$ cat src/pkg/rbr_pkg.sv
/*
  Constants shared by the printer ready/busy reporter and its status transmitter.
  Assumes a single 50 MHz clock and a word-addressed Avalon-MM register port.
*/
`default_nettype none
package rbr_pkg;
  // ----------------------------------------------------------------------
  // Timing.
  // ----------------------------------------------------------------------
  localparam int CLK_HZ = 50_000_000;
  localparam int DEFAULT_BAUD = 9600;
  localparam logic [15:0] BAUD_DIV_RESET = 16'(CLK_HZ / DEFAULT_BAUD);
  localparam logic [15:0] BAUD_DIV_MIN = 16'h0002;

  // ----------------------------------------------------------------------
  // Flow-control characters and frame shape.
  // ----------------------------------------------------------------------
  localparam logic [7:0] CHAR_READY = 8'h11;
  localparam logic [7:0] CHAR_BUSY = 8'h13;
  localparam logic [2:0] LAST_DATA_BIT = 3'h7;

  // Line levels: MARK is the low level on both status outputs.
  localparam logic LINE_MARK = 1'b0;
  localparam logic LINE_SPACE = 1'b1;

  // ----------------------------------------------------------------------
  // Register map, word indices.
  // ----------------------------------------------------------------------
  localparam logic [1:0] REG_BAUD_DIV = 2'h0;
  localparam logic [1:0] REG_CONTROL = 2'h1;
  localparam logic [1:0] REG_STATUS = 2'h2;

  // Control fields.
  localparam int CTL_REPORT_EN = 0;
  localparam int CTL_RESEND = 1;
  localparam logic CTL_REPORT_EN_RESET = 1'b1;

  // Status fields.
  localparam int ST_READY = 0;
  localparam int ST_OFFLINE = 1;
  localparam int ST_PAPER_OUT = 2;
  localparam int ST_JAM = 3;
  localparam int ST_BUF_FULL = 4;
  localparam int ST_CHAR_MODE = 5;
  localparam int ST_INVERT = 6;
  localparam int ST_LONG_LINE = 7;
  localparam int ST_TX_BUSY = 8;
  localparam int ST_MODEM_LO = 9;
  localparam int ST_RX_ENABLE = 12;
  localparam int ST_REPORTED = 13;

  localparam int MODEM_LINES = 3;

  typedef enum logic [1:0] {
    RBR_TX_IDLE = 2'b00,
    RBR_TX_START = 2'b01,
    RBR_TX_DATA = 2'b11,
    RBR_TX_STOP = 2'b10
  } rbr_tx_state_type;
endpackage : rbr_pkg
`default_nettype wire

$ cat src/rtl/rbr_char_tx.sv
/*
  Asynchronous character transmitter for the status pair: 8 data bits,
  least significant first, one start and one stop bit.
  Assumes the caller holds i_start for one cycle only while o_busy is low.
*/
`timescale 1ns/1ns
`default_nettype none
module rbr_char_tx
  import rbr_pkg::*;
(
  input wire logic i_mclk,
  input wire logic i_resetn,
  input wire logic [15:0] i_bit_div,
  input wire logic i_start,
  input wire logic [7:0] i_char,
  output logic o_busy,
  output logic o_mark
);
  rbr_tx_state_type state;
  logic [15:0] bit_count;
  logic [2:0] bit_index;
  logic [7:0] shift;
  logic bit_end;

  assign bit_end = (bit_count == 16'h0000);
  assign o_busy = (state != RBR_TX_IDLE);

  // ----------------------------------------------------------------------
  // Bit-period divider: one-cycle enable at the end of each bit.
  // ----------------------------------------------------------------------
  always_ff @(posedge i_mclk) begin
    if (!i_resetn || state == RBR_TX_IDLE || bit_end) begin
      bit_count <= i_bit_div - 16'h0001;
    end else begin
      bit_count <= bit_count - 16'h0001;
    end
  end

  // ----------------------------------------------------------------------
  // Frame sequence.
  // ----------------------------------------------------------------------
  always_ff @(posedge i_mclk) begin
    if (!i_resetn) begin
      state <= RBR_TX_IDLE;
      bit_index <= 3'h0;
      shift <= 8'h00;
    end else begin
      case (state)
        RBR_TX_IDLE: begin
          if (i_start) begin
            shift <= i_char;
            bit_index <= 3'h0;
            state <= RBR_TX_START;
          end
        end
        RBR_TX_START: begin
          if (bit_end) begin
            state <= RBR_TX_DATA;
          end
        end
        RBR_TX_DATA: begin
          if (bit_end) begin
            shift <= {1'b0, shift[7:1]};
            bit_index <= bit_index + 3'h1;
            if (bit_index == LAST_DATA_BIT) begin
              state <= RBR_TX_STOP;
            end
          end
        end
        RBR_TX_STOP: begin
          if (bit_end) begin
            state <= RBR_TX_IDLE;
          end
        end
        default: begin
          state <= RBR_TX_IDLE;
        end
      endcase
    end
  end

  // Registered line: the idle and stop levels are MARK, the start bit SPACE.
  always_ff @(posedge i_mclk) begin
    if (!i_resetn) begin
      o_mark <= 1'b1;
    end else begin
      case (state)
        RBR_TX_START: o_mark <= 1'b0;
        RBR_TX_DATA: o_mark <= shift[0];
        default: o_mark <= 1'b1;
      endcase
    end
  end
endmodule : rbr_char_tx
`default_nettype wire

$ cat src/rtl/rbr_reporter.sv
/*
  Printer ready/busy reporter: derives ready/busy from the printer condition,
  drives the status pair of the long-line link and the standard serial
  ready/busy line, and treats floating modem-control inputs.
  Assumes straps are stable while i_resetn is low and that the register
  port is an Avalon-MM slave on i_mclk.
*/
// Notes on behaviour
// - Busy whenever offline, out of paper, carriage jammed or receive buffer full.
// - Ready only while online and able to accept and print data.
// - In break-on-busy mode the status line is MARK (low) when ready, SPACE when busy.
// - With inverted polarity the serial ready/busy line is MARK when busy, SPACE when ready.
// - In character mode a DC1 is sent on a change to ready, a DC3 on a change to busy, unless the change is undone while a character is on the line.
// - Level or character reporting is picked by a static board strap.
// - Status is sent on its own pair, independent of reception; the host keeps loops apart.
// - With the long-line option fitted, unconnected modem inputs read as asserted.
// - The polarity choice for the serial line leaves the loop status output unchanged.
`timescale 1ns/1ns
`default_nettype none
module rbr_reporter
  import rbr_pkg::*;
(
  input wire logic i_mclk,
  input wire logic i_resetn,
  // Printer condition.
  input wire logic i_online,
  input wire logic i_paper_out,
  input wire logic i_carriage_jam,
  input wire logic i_rx_buffer_full,
  // Board straps, caught during reset.
  input wire logic i_strap_char_mode,
  input wire logic i_strap_inverted_status_polarity,
  input wire logic i_strap_long_line,
  // Modem-control inputs and their connected sense.
  input wire logic i_data_set_ready,
  input wire logic i_carrier_detect,
  input wire logic i_clear_to_send,
  input wire logic i_data_set_ready_connected,
  input wire logic i_carrier_detect_connected,
  input wire logic i_clear_to_send_connected,
  // Avalon-MM slave.
  input wire logic [1:0] i_avs_address,
  input wire logic i_avs_read,
  input wire logic i_avs_write,
  input wire logic [31:0] i_avs_writedata,
  input wire logic [3:0] i_avs_byteenable,
  output logic [31:0] o_avs_readdata,
  output logic o_avs_waitrequest,
  // Line side.
  output logic o_loop_status,
  output logic o_serial_ready_busy,
  output logic o_modem_dsr,
  output logic o_modem_dcd,
  output logic o_modem_cts,
  output logic o_rx_enable
);
  // ----------------------------------------------------------------------
  // Declarations.
  // ----------------------------------------------------------------------
  logic char_mode;
  logic invert;
  logic long_line;
  logic busy;
  logic ready;
  logic reported_ready;
  logic [15:0] baud_div;
  logic report_en;
  logic resend_req;
  logic report_due;
  logic tx_start;
  logic tx_busy;
  logic tx_mark;
  logic [7:0] tx_char;
  logic avs_ack;
  logic avs_req;
  logic [MODEM_LINES-1:0] modem_raw;
  logic [MODEM_LINES-1:0] modem_conn;
  logic [MODEM_LINES-1:0] modem_eff;
  logic [31:0] next_readdata;
  logic [31:0] status_word;

  // A floating input counts as asserted only when the option is fitted.
  function automatic logic modem_level(input logic level, input logic connected,
                                       input logic option_fitted);
    modem_level = (option_fitted && !connected) ? 1'b1 : level;
  endfunction : modem_level

  // Byte-lane merge for a 16-bit field.
  function automatic logic [15:0] merge16(input logic [15:0] old_value,
                                          input logic [15:0] new_value,
                                          input logic [1:0] lanes);
    merge16 = {lanes[1] ? new_value[15:8] : old_value[15:8],
               lanes[0] ? new_value[7:0] : old_value[7:0]};
  endfunction : merge16

  // A write lands in the first cycle of its request only.
  function automatic logic write_hit(input logic [1:0] index);
    write_hit = avs_req && i_avs_write && (i_avs_address == index);
  endfunction : write_hit

  // ----------------------------------------------------------------------
  // Board configuration.
  // ----------------------------------------------------------------------
  // The straps are sampled only while reset is held, so a jumper moved in
  // service takes effect at the next reset and never mid-character.
  always_ff @(posedge i_mclk) begin
    if (!i_resetn) begin
      char_mode <= i_strap_char_mode;
      invert <= i_strap_inverted_status_polarity;
      long_line <= i_strap_long_line;
    end
  end

  // ----------------------------------------------------------------------
  // Ready/busy condition.
  // ----------------------------------------------------------------------
  // Ready is the plain complement of busy, so the two never disagree.
  always_comb begin
    busy = !i_online || i_paper_out || i_carriage_jam || i_rx_buffer_full;
    ready = !busy;
  end

  // ----------------------------------------------------------------------
  // Modem-control inputs.
  // ----------------------------------------------------------------------
  // Levels are high when asserted; a connected sense is high when wired.
  assign modem_raw = {i_clear_to_send, i_carrier_detect, i_data_set_ready};
  assign modem_conn = {i_clear_to_send_connected, i_carrier_detect_connected,
                       i_data_set_ready_connected};

  // One registered copy feeds the outputs, the status word and rx enable.
  for (genvar g = 0; g < MODEM_LINES; g++) begin : g_modem
    always_ff @(posedge i_mclk) begin
      if (!i_resetn) begin
        modem_eff[g] <= 1'b0;
      end else begin
        modem_eff[g] <= modem_level(modem_raw[g], modem_conn[g], long_line);
      end
    end
  end

  assign o_modem_dsr = modem_eff[0];
  assign o_modem_dcd = modem_eff[1];
  assign o_modem_cts = modem_eff[2];
  // Reception is gated only by the modem lines, never by status sending.
  assign o_rx_enable = &modem_eff;

  // ----------------------------------------------------------------------
  // Character reporting.
  // ----------------------------------------------------------------------
  // The reported state follows the printer state one character at a time.
  // A change that is undone while a character is still on the line is not
  // reported, which keeps the host's last character equal to the truth.
  // The character always names the state at the moment it starts.
  assign tx_char = ready ? CHAR_READY : CHAR_BUSY;
  assign report_due = (ready != reported_ready) || resend_req;
  assign tx_start = char_mode && report_en && !tx_busy && report_due;

  // Reset leaves the reported state busy, so a ready printer announces
  // itself with a character as soon as reset ends.
  always_ff @(posedge i_mclk) begin
    if (!i_resetn) begin
      reported_ready <= 1'b0;
    end else if (tx_start) begin
      reported_ready <= ready;
    end
  end

  // The divisor is reloaded at each bit end, so a rate written mid-character
  // changes only the bits still to come.
  rbr_char_tx u_char_tx (
    .i_mclk(i_mclk),
    .i_resetn(i_resetn),
    .i_bit_div(baud_div),
    .i_start(tx_start),
    .i_char(tx_char),
    .o_busy(tx_busy),
    .o_mark(tx_mark)
  );

  // ----------------------------------------------------------------------
  // Line outputs.
  // ----------------------------------------------------------------------
  // The loop pair never sees the polarity strap; only the standard serial
  // ready/busy line is inverted by it.
  // In character mode the loop idles at MARK between characters.
  always_ff @(posedge i_mclk) begin
    if (!i_resetn) begin
      o_loop_status <= LINE_SPACE;
    end else if (char_mode) begin
      o_loop_status <= tx_mark ? LINE_MARK : LINE_SPACE;
    end else begin
      o_loop_status <= ready ? LINE_MARK : LINE_SPACE;
    end
  end

  // Both lines rest at SPACE in reset, which the host reads as busy except on an inverted serial line, where SPACE means ready.
  always_ff @(posedge i_mclk) begin
    if (!i_resetn) begin
      o_serial_ready_busy <= LINE_SPACE;
    end else if (invert) begin
      o_serial_ready_busy <= ready ? LINE_SPACE : LINE_MARK;
    end else begin
      o_serial_ready_busy <= ready ? LINE_MARK : LINE_SPACE;
    end
  end

  // ----------------------------------------------------------------------
  // Register port.
  // ----------------------------------------------------------------------
  // Every access takes exactly one wait cycle; the ack flop answers in the
  // second cycle of the request and then lets the master release it.
  // A request raised right after release waits one cycle like the first.
  assign avs_req = (i_avs_read || i_avs_write) && !avs_ack;
  assign o_avs_waitrequest = (i_avs_read || i_avs_write) && !avs_ack;

  always_ff @(posedge i_mclk) begin
    if (!i_resetn) begin
      avs_ack <= 1'b0;
    end else begin
      avs_ack <= avs_req;
    end
  end

  // ----------------------------------------------------------------------
  // Divisor and control registers.
  // ----------------------------------------------------------------------
  // Lanes 3:2 of the divisor word read as zero and ignore writes.
  always_ff @(posedge i_mclk) begin
    if (!i_resetn) begin
      baud_div <= BAUD_DIV_RESET;
    end else if (write_hit(REG_BAUD_DIV)) begin
      // Too short a bit period would stall the frame, so it is clamped.
      if (merge16(baud_div, i_avs_writedata[15:0], i_avs_byteenable[1:0])
          < BAUD_DIV_MIN) begin
        baud_div <= BAUD_DIV_MIN;
      end else begin
        baud_div <= merge16(baud_div, i_avs_writedata[15:0], i_avs_byteenable[1:0]);
      end
    end
  end

  // Clearing the enable stops new characters; one already started finishes.
  always_ff @(posedge i_mclk) begin
    if (!i_resetn) begin
      report_en <= CTL_REPORT_EN_RESET;
    end else if (write_hit(REG_CONTROL) && i_avs_byteenable[0]) begin
      report_en <= i_avs_writedata[CTL_REPORT_EN];
    end
  end

  // A resend request waits for the line; the write that sets it wins over
  // the start that would clear it in the same cycle.
  always_ff @(posedge i_mclk) begin
    if (!i_resetn) begin
      resend_req <= 1'b0;
    end else if (write_hit(REG_CONTROL) && i_avs_byteenable[0] &&
                 i_avs_writedata[CTL_RESEND]) begin
      resend_req <= 1'b1;
    end else if (tx_start || !char_mode) begin
      resend_req <= 1'b0;
    end
  end

  // ----------------------------------------------------------------------
  // Read path.
  // ----------------------------------------------------------------------
  // Status shows the live condition that also drives the lines.
  always_comb begin
    status_word = 32'h0000_0000;
    status_word[ST_READY] = ready;
    status_word[ST_OFFLINE] = !i_online;
    status_word[ST_PAPER_OUT] = i_paper_out;
    status_word[ST_JAM] = i_carriage_jam;
    status_word[ST_BUF_FULL] = i_rx_buffer_full;
    status_word[ST_CHAR_MODE] = char_mode;
    status_word[ST_INVERT] = invert;
    status_word[ST_LONG_LINE] = long_line;
    status_word[ST_TX_BUSY] = tx_busy;
    status_word[ST_MODEM_LO +: MODEM_LINES] = modem_eff;
    status_word[ST_RX_ENABLE] = &modem_eff;
    status_word[ST_REPORTED] = reported_ready;
  end

  // The unmapped word reads as zero and matches no write decode.
  always_comb begin
    case (i_avs_address)
      REG_BAUD_DIV: next_readdata = {16'h0000, baud_div};
      REG_CONTROL: next_readdata = {31'h0000_0000, report_en};
      REG_STATUS: next_readdata = status_word;
      default: next_readdata = 32'h0000_0000;
    endcase
  end

  always_ff @(posedge i_mclk) begin
    if (!i_resetn) begin
      o_avs_readdata <= 32'h0000_0000;
    end else if (avs_req && i_avs_read) begin
      o_avs_readdata <= next_readdata;
    end
  end
endmodule : rbr_reporter
`default_nettype wire

$ cat config.mk
export PLATFORM = sky130hd
export DESIGN_NAME = rbr_reporter
export DESIGN_NICKNAME = d
export VERILOG_FILES = /design/src/pkg/rbr_pkg.sv /design/src/rtl/rbr_char_tx.sv /design/src/rtl/rbr_reporter.sv
export SDC_FILE = /design/constraint.sdc
export NUM_CORES = 1
export LEC_CHECK = 0
export BUFFER_PORTS_ARGS = -buffer_cell sky130_fd_sc_hd__buf_2
export CAP_MARGIN = 20
export CORE_MARGIN = 2
export CORE_UTILIZATION = 53
export CTS_CLUSTER_DIAMETER = 60
export DETAILED_ROUTE_END_ITERATION = 10
export GPL_ROUTABILITY_DRIVEN = 1
export GPL_TIMING_DRIVEN = 0
export PLACE_DENSITY = 0.77
export SYNTH_ARGS = -nofsm -noshare
export SYNTH_HDL_FRONTEND = slang
export SYNTH_SLANG_ARGS = --single-unit
$ cat constraint.sdc
create_clock -name i_mclk -period 3.9 [get_ports i_mclk]
set_clock_uncertainty 0.1 [all_clocks]
set_input_delay 0.78 -clock i_mclk [delete_from_list [all_inputs] [get_ports i_mclk]]
set_output_delay 0.78 -clock i_mclk [all_outputs]
set_load 0.01 [all_outputs]
* Yosys cells after proc, flatten, opt, wreduce, memory -nomap -nowiden *
Index checks and enable logic that the tools add are counted.
W data, S select, Z words.

storage, ports and cells
  bits in registers = 90
  bits of input ports = 55
  output and inout port bits = 39

cells by class
  add/subtract/negate cells = 3
  magnitude comparators = 1
  eq/ne operators = 12
  muxes and demuxes = 29
  reductions and logical operators = 39

operators by type and width
  operator                 number
  $pmux W16 S3             1
  $mux W16                 2
  $mux W8                  4
  $sub A16 B1 Y16 const B  2
  $logic_not A16 Y1        1
  $lt A16 B2 Y1 const B    1
  $pmux W8 S2              1
  $logic_and A1 B1 Y1      13
  $mux W2                  6
  $mux W1                  10
  $logic_not A1 Y1         9
  $logic_or A1 B1 Y1       8
  $ne A2 B1 Y1 const B     4
  $pmux W2 S4              1
  $eq A2 B2 Y1 const B     3
  $mux W3                  2
  $pmux W3 S2              1
  $reduce_and A3 Y1        2
  $reduce_bool A2 Y1       3
  $reduce_and A5 Y1        1
  $eq A2 B1 Y1 const B     2
  $logic_not A2 Y1         2
  $add A3 B1 Y3 const B    1
  $eq A3 B3 Y1 const B     1
  3 further kinds          3

* Depth between registers and ports, before layout *
  depth after elaboration = 11
  depth in mapped cells = 11

* Hierarchy *
From an unflattened synthesis, not the netlist that was laid out.

unflattened totals
  cell total of the unflattened synthesis = 423
  area total of the unflattened synthesis = 3766.1 um^2

modules (own cells, without submodules)
  module        times used  cells an instance  area each (um^2)  sequential area each (um^2)
  rbr_reporter  1           223                2014.4            910.9
  rbr_char_tx   1           200                1751.7            600.6

* Worst setup path after synthesis *
OpenSTA, ideal clock, no wires.

  kind = register -> register
  start = reg u_char_tx.bit_count[7]
  end = reg u_char_tx.bit_count[10]
  library setup time = 70 ps
  arrival time = 2901 ps
  required time = 3730 ps
  slack = 830 ps
  stages on the path, launching flop included = 12
  clock period less this slack = 3070 ps
  path through = dfxtp_1 or4_4 nor3_4 a41oi_2 mux2i_1 ha_1 nor4b_2 nand2_1 nor4_1 xor2_1 nor2_1 a21oi_1

on the way
  word-level cells in the longest chain between the ends = 3

ends and longest elaborated chain
  item                                                     RTL line           RTL
  start, declared                                          rbr_char_tx.sv:20  logic [15:0] bit_count;
  start signal, assigned                                   rbr_char_tx.sv:33  bit_count <= i_bit_div - 16'h0001;
  start signal, assigned                                   rbr_char_tx.sv:35  bit_count <= bit_count - 16'h0001;
  branches (longest 2 deep; another with $sub A16 B1 Y16)  n/a
  $mux W16 (*)                                             rbr_char_tx.sv:32  if (!i_resetn || state == RBR_TX_IDLE || bit_end) begin

Every way passes the cells marked *.
A chain may end at the register's enable or synchronous reset.

* Worst setup path after layout *
Same ends and word-level chain as after synthesis.

==> summary.md <==
| Metric | Value |
|---|---|
| Setup Fix Bufs, Post-CTS | `0` |
| DR pass1 iterations | `5` |
| RR Startpoint | `u_char_tx.bit_count[7]` |
| Grt ovf | `0` |
| Worst vdd ir | `around 0.33 mV` |
| Slew Viols, Final | `0` |
| DRC | `0` |
| Reg2Reg Setup Slack | `roughly 0.3 ns` |
| Final-report hold violation count | `0` |
| Final critical-path required period | `3.60 ns` |
| Synth unique cells | `between 50 and 60` |
| Starting DRT DRC Count | `144` |
| Crit path launch type | `flip-flop` |
| RR Endpoint | `u_char_tx.bit_count[10]` |
| Ports | `between 90 and 100` |
| Unrepaired setup endpoints after global routing | `false` |
| Cell row count | `29` |
| Post-DR wirelength/cell | `14.7 um` |
| Post-Syn Area | `3570 um2` |
| Setup crit start | `u_char_tx.bit_count[7]` |
| Die area | `roughly 7400 um2` |
| Nets | `550` |
| Hold-fix buffers, CTS | `0` |
| Data arrival, critical path | `3.79 ns` |
| Primary FF master, synth | `dfxtp_1` |
| Layout cells sized above 1 | `a little under a quarter` |
| Worst skew pair latency | `about 0.35 ns` |
| Peak Freq | `0.278 GHz` |
| Worst-case clock buffer depth | `2` |
| Die height | `roughly 86 um` |
| Met1 GRT Util | `30.4%` |
| Input/output buffers | `between 50 and 60` |
| Ant. Diodes | `0` |
| HP Class | `reg2reg` |
| Total number of vias | `around 3.1k` |
| Worst Tran Pin Value | `between 0.7 and 0.8 ns` |
| Hpwl dp | `around 6300 um` |
| CP endpoint | `u_char_tx.bit_count[10]` |
| Slew Limit Headroom | `52.9%` |
| Total core area | `~6400 um2` |
| WS Path Type | `reg2reg` |
| Initial Utilization | `a little under three fifths` |
| Post-synth EDFFs | `3` |
| Busiest metal layer after global routing | `met2` |
| Data required time of the critical path | `between 4 and 5 ns` |
| First-pass GRT wire length | `13800 um` |
| Fin crit share | `a little over 90%` |
| Largest net degree at the start of global routing | `14` |
| Tot GR Track Use | `between 20% and 30%` |
| CP endpoint kind | `flip-flop` |
| Ys async rst share | `0%` |
| Setup TNS | `0 ns` |
| Cts repair resizes | `0` |
| Initial antenna violation count | `0` |
| Drt total wl | `about 8500 um` |
| Cells after synthesis | `slightly above 400` |
| Pwr per Cell Area | `376 nW/um2` |
| Max cap viols | `0` |
| Num CTS Buffers | `9` |
| Share of the core filled with cells | `around 66%` |
| GR Util met2 | `slightly below 40%` |
| Met3 Use GR | `5.20%` |
| Leak | `1.78 nW` |
| Reg clk slew, reported paths | `~0.080 ns` |
| Setup Viol. Count Final | `0` |
| Worst hold slack | `between 0.3 and 0.4 ns` |
| Antenna-violating nets left | `0` |
| CTS root buffer | `clkbuf_8` |
| Synth-to-layout area growth | `18.4%` |
| Status | `finished, final reports clean` |
| CTS H-tree depth | `3` |
| FF-to-FF path depth | `11` |
| Final non-filler cell total | `between 500 and 600` |
| Dpl cells | `approximately 560` |
| Critical Path Fanout Max | `9` |
| Filler Cell Count | `530` |
| Yosys Warn Count | `0` |
| Final Wtd Congestion | `around 0.84` |
| CTS tree | `built` |
| Sinks on Clock Net | `71` |
| Syn Area/Cell | `~9 um2` |
| Vias in the first global route | `2935` |
| Part of the Yosys area used for sequential elements | `40.7%` |
| Die X | `86.0 um` |
| Seq cells post-synth | `71` |
| Post-DR vias/cell | `5.44` |
==> logic make-up (layout without fill, tap and decap cells) <==
group	after synthesis	in the layout	synth area share, %
buffers and inverters	42	116	6.28
other	1	16	0.105
adder cells (fa/ha/maj)	3	3	1.05
AND/OR/NAND/NOR	171	171	25.1
AO/OA/AOI/OAI	69	69	12.8
flip-flops	71	71	40.7
XOR/XNOR	24	24	5.89
multiplexers	27	27	8.03
==> worst max-delay path, cell delays in order, from the launching register on <==
cell	delay [ns]
dfxtp_1	0.37
or4_4	0.59
nor3_4	0.27
a41oi_2	0.36
mux2i_1	0.29
ha_1	0.30
nor4b_2	0.46
nand2_1	0.18
nor4_1	0.30
xor2_1	0.18
nor2_1	0.05
a21oi_1	0.10
==> routing by layer <==
layer	wire (um)	up-vias
li1	-	1571
met1	3860	1443
met2	4000	97
met3	461	12
met4	134	0
met5	0	-
==> cell usage after synthesis, types with 2 or more instances <==
cell      count  area, um2
nor3_4        2       32.5
xor2_1       12        105
nor4_1        7       43.8
buf_2         2       10.0
o21ai_1       5       25.0
mux2_1       10        113
xnor2_1      12        105
a31oi_1       2       12.5
nor2_4        2       22.5
ha_1          3       37.5
o21ai_0       3       15.0
nand3_1      29        145
a21oi_1      32        160
nand2_1      43        161
and3_1        4       25.0
nor2_1       53        199
edfxtp_1      3       90.1
inv_1         7       26.3
buf_4        17        128
nand4_1       5       31.3
nor3_1        9       45.0
clkbuf_1     15       56.3
mux2_2        3       33.8
dfxtp_1      68       1360
a41oi_2       3       48.8
a22oi_1      16        120
nor2b_1       2       12.5
mux2i_1      14        140
==> stage by stage <==
stage	area, um2	total power [mW]	setup WS [ns]
2_1_floorplan	3620	0.899	0.830
4_1_cts	4220	1.60	0.281
6_report	4220	1.59	0.299
3_5_place_dp	4010	0.957	0.310
3_3_place_gp	4010	0.953	0.448
5_1_grt	4220	1.65	0.0161
==> worst min path at each step <==
stage                                 from                      to  slack, ns  depth (start not counted)
floorplan               u_char_tx.shift[0]      u_char_tx.shift[0]       0.33                          2
global placement        u_char_tx.shift[0]      u_char_tx.shift[0]       0.34                          2
finish                  u_char_tx.shift[2]      u_char_tx.shift[2]       0.36                          2
CTS                     u_char_tx.shift[2]      u_char_tx.shift[2]       0.37                          2
global route        u_char_tx.bit_index[2]  u_char_tx.bit_index[2]       0.40                          2
detailed placement      u_char_tx.shift[2]      u_char_tx.shift[2]       0.35                          2
==> power by group <==
part	switching (mW)	internal [mW]
registers	0.0233	0.755
logic	0.0925	0.0716
clock network	0.286	0.359
total	0.402	1.19
==> registers in the layout, indices dropped and copies added, names as in the netlist, 2 cells and up <==
name	cells
u_char_tx.state	2
u_char_tx.shift	5
u_char_tx.bit_count	16
baud_div	16
o_avs_readdata	16
u_char_tx.bit_index	3
==> cells in the final DEF (no fill, tap or decap), types with 7 or more instances in the layout <==
master    count
a21oi_1      32
a22oi_1      16
buf_2        60
buf_4        17
clkbuf_1     16
clkbuf_8      9
conb_1       16
dfxtp_1      68
inv_1         7
mux2_1       10
mux2i_1      14
nand2_1      43
nand3_1      29
nor2_1       53
nor3_1        9
nor4_1        7
xnor2_1      12
xor2_1       12
==> layout make-up <==
cell class	count	area [um2]	area share (%)
Buffer	34	194	4.59
Clock buffer	10	128	3.02
Clock inverter	6	86.3	2.04
Inverter	8	30.0	0.711
Multi-Input combinational cell	310	1950	46.1
Sequential cell	71	1450	34.4
Tap cell	77	96.3	2.28
Timing Repair Buffer	58	290	6.87
(Power assumes the default switching activity.)
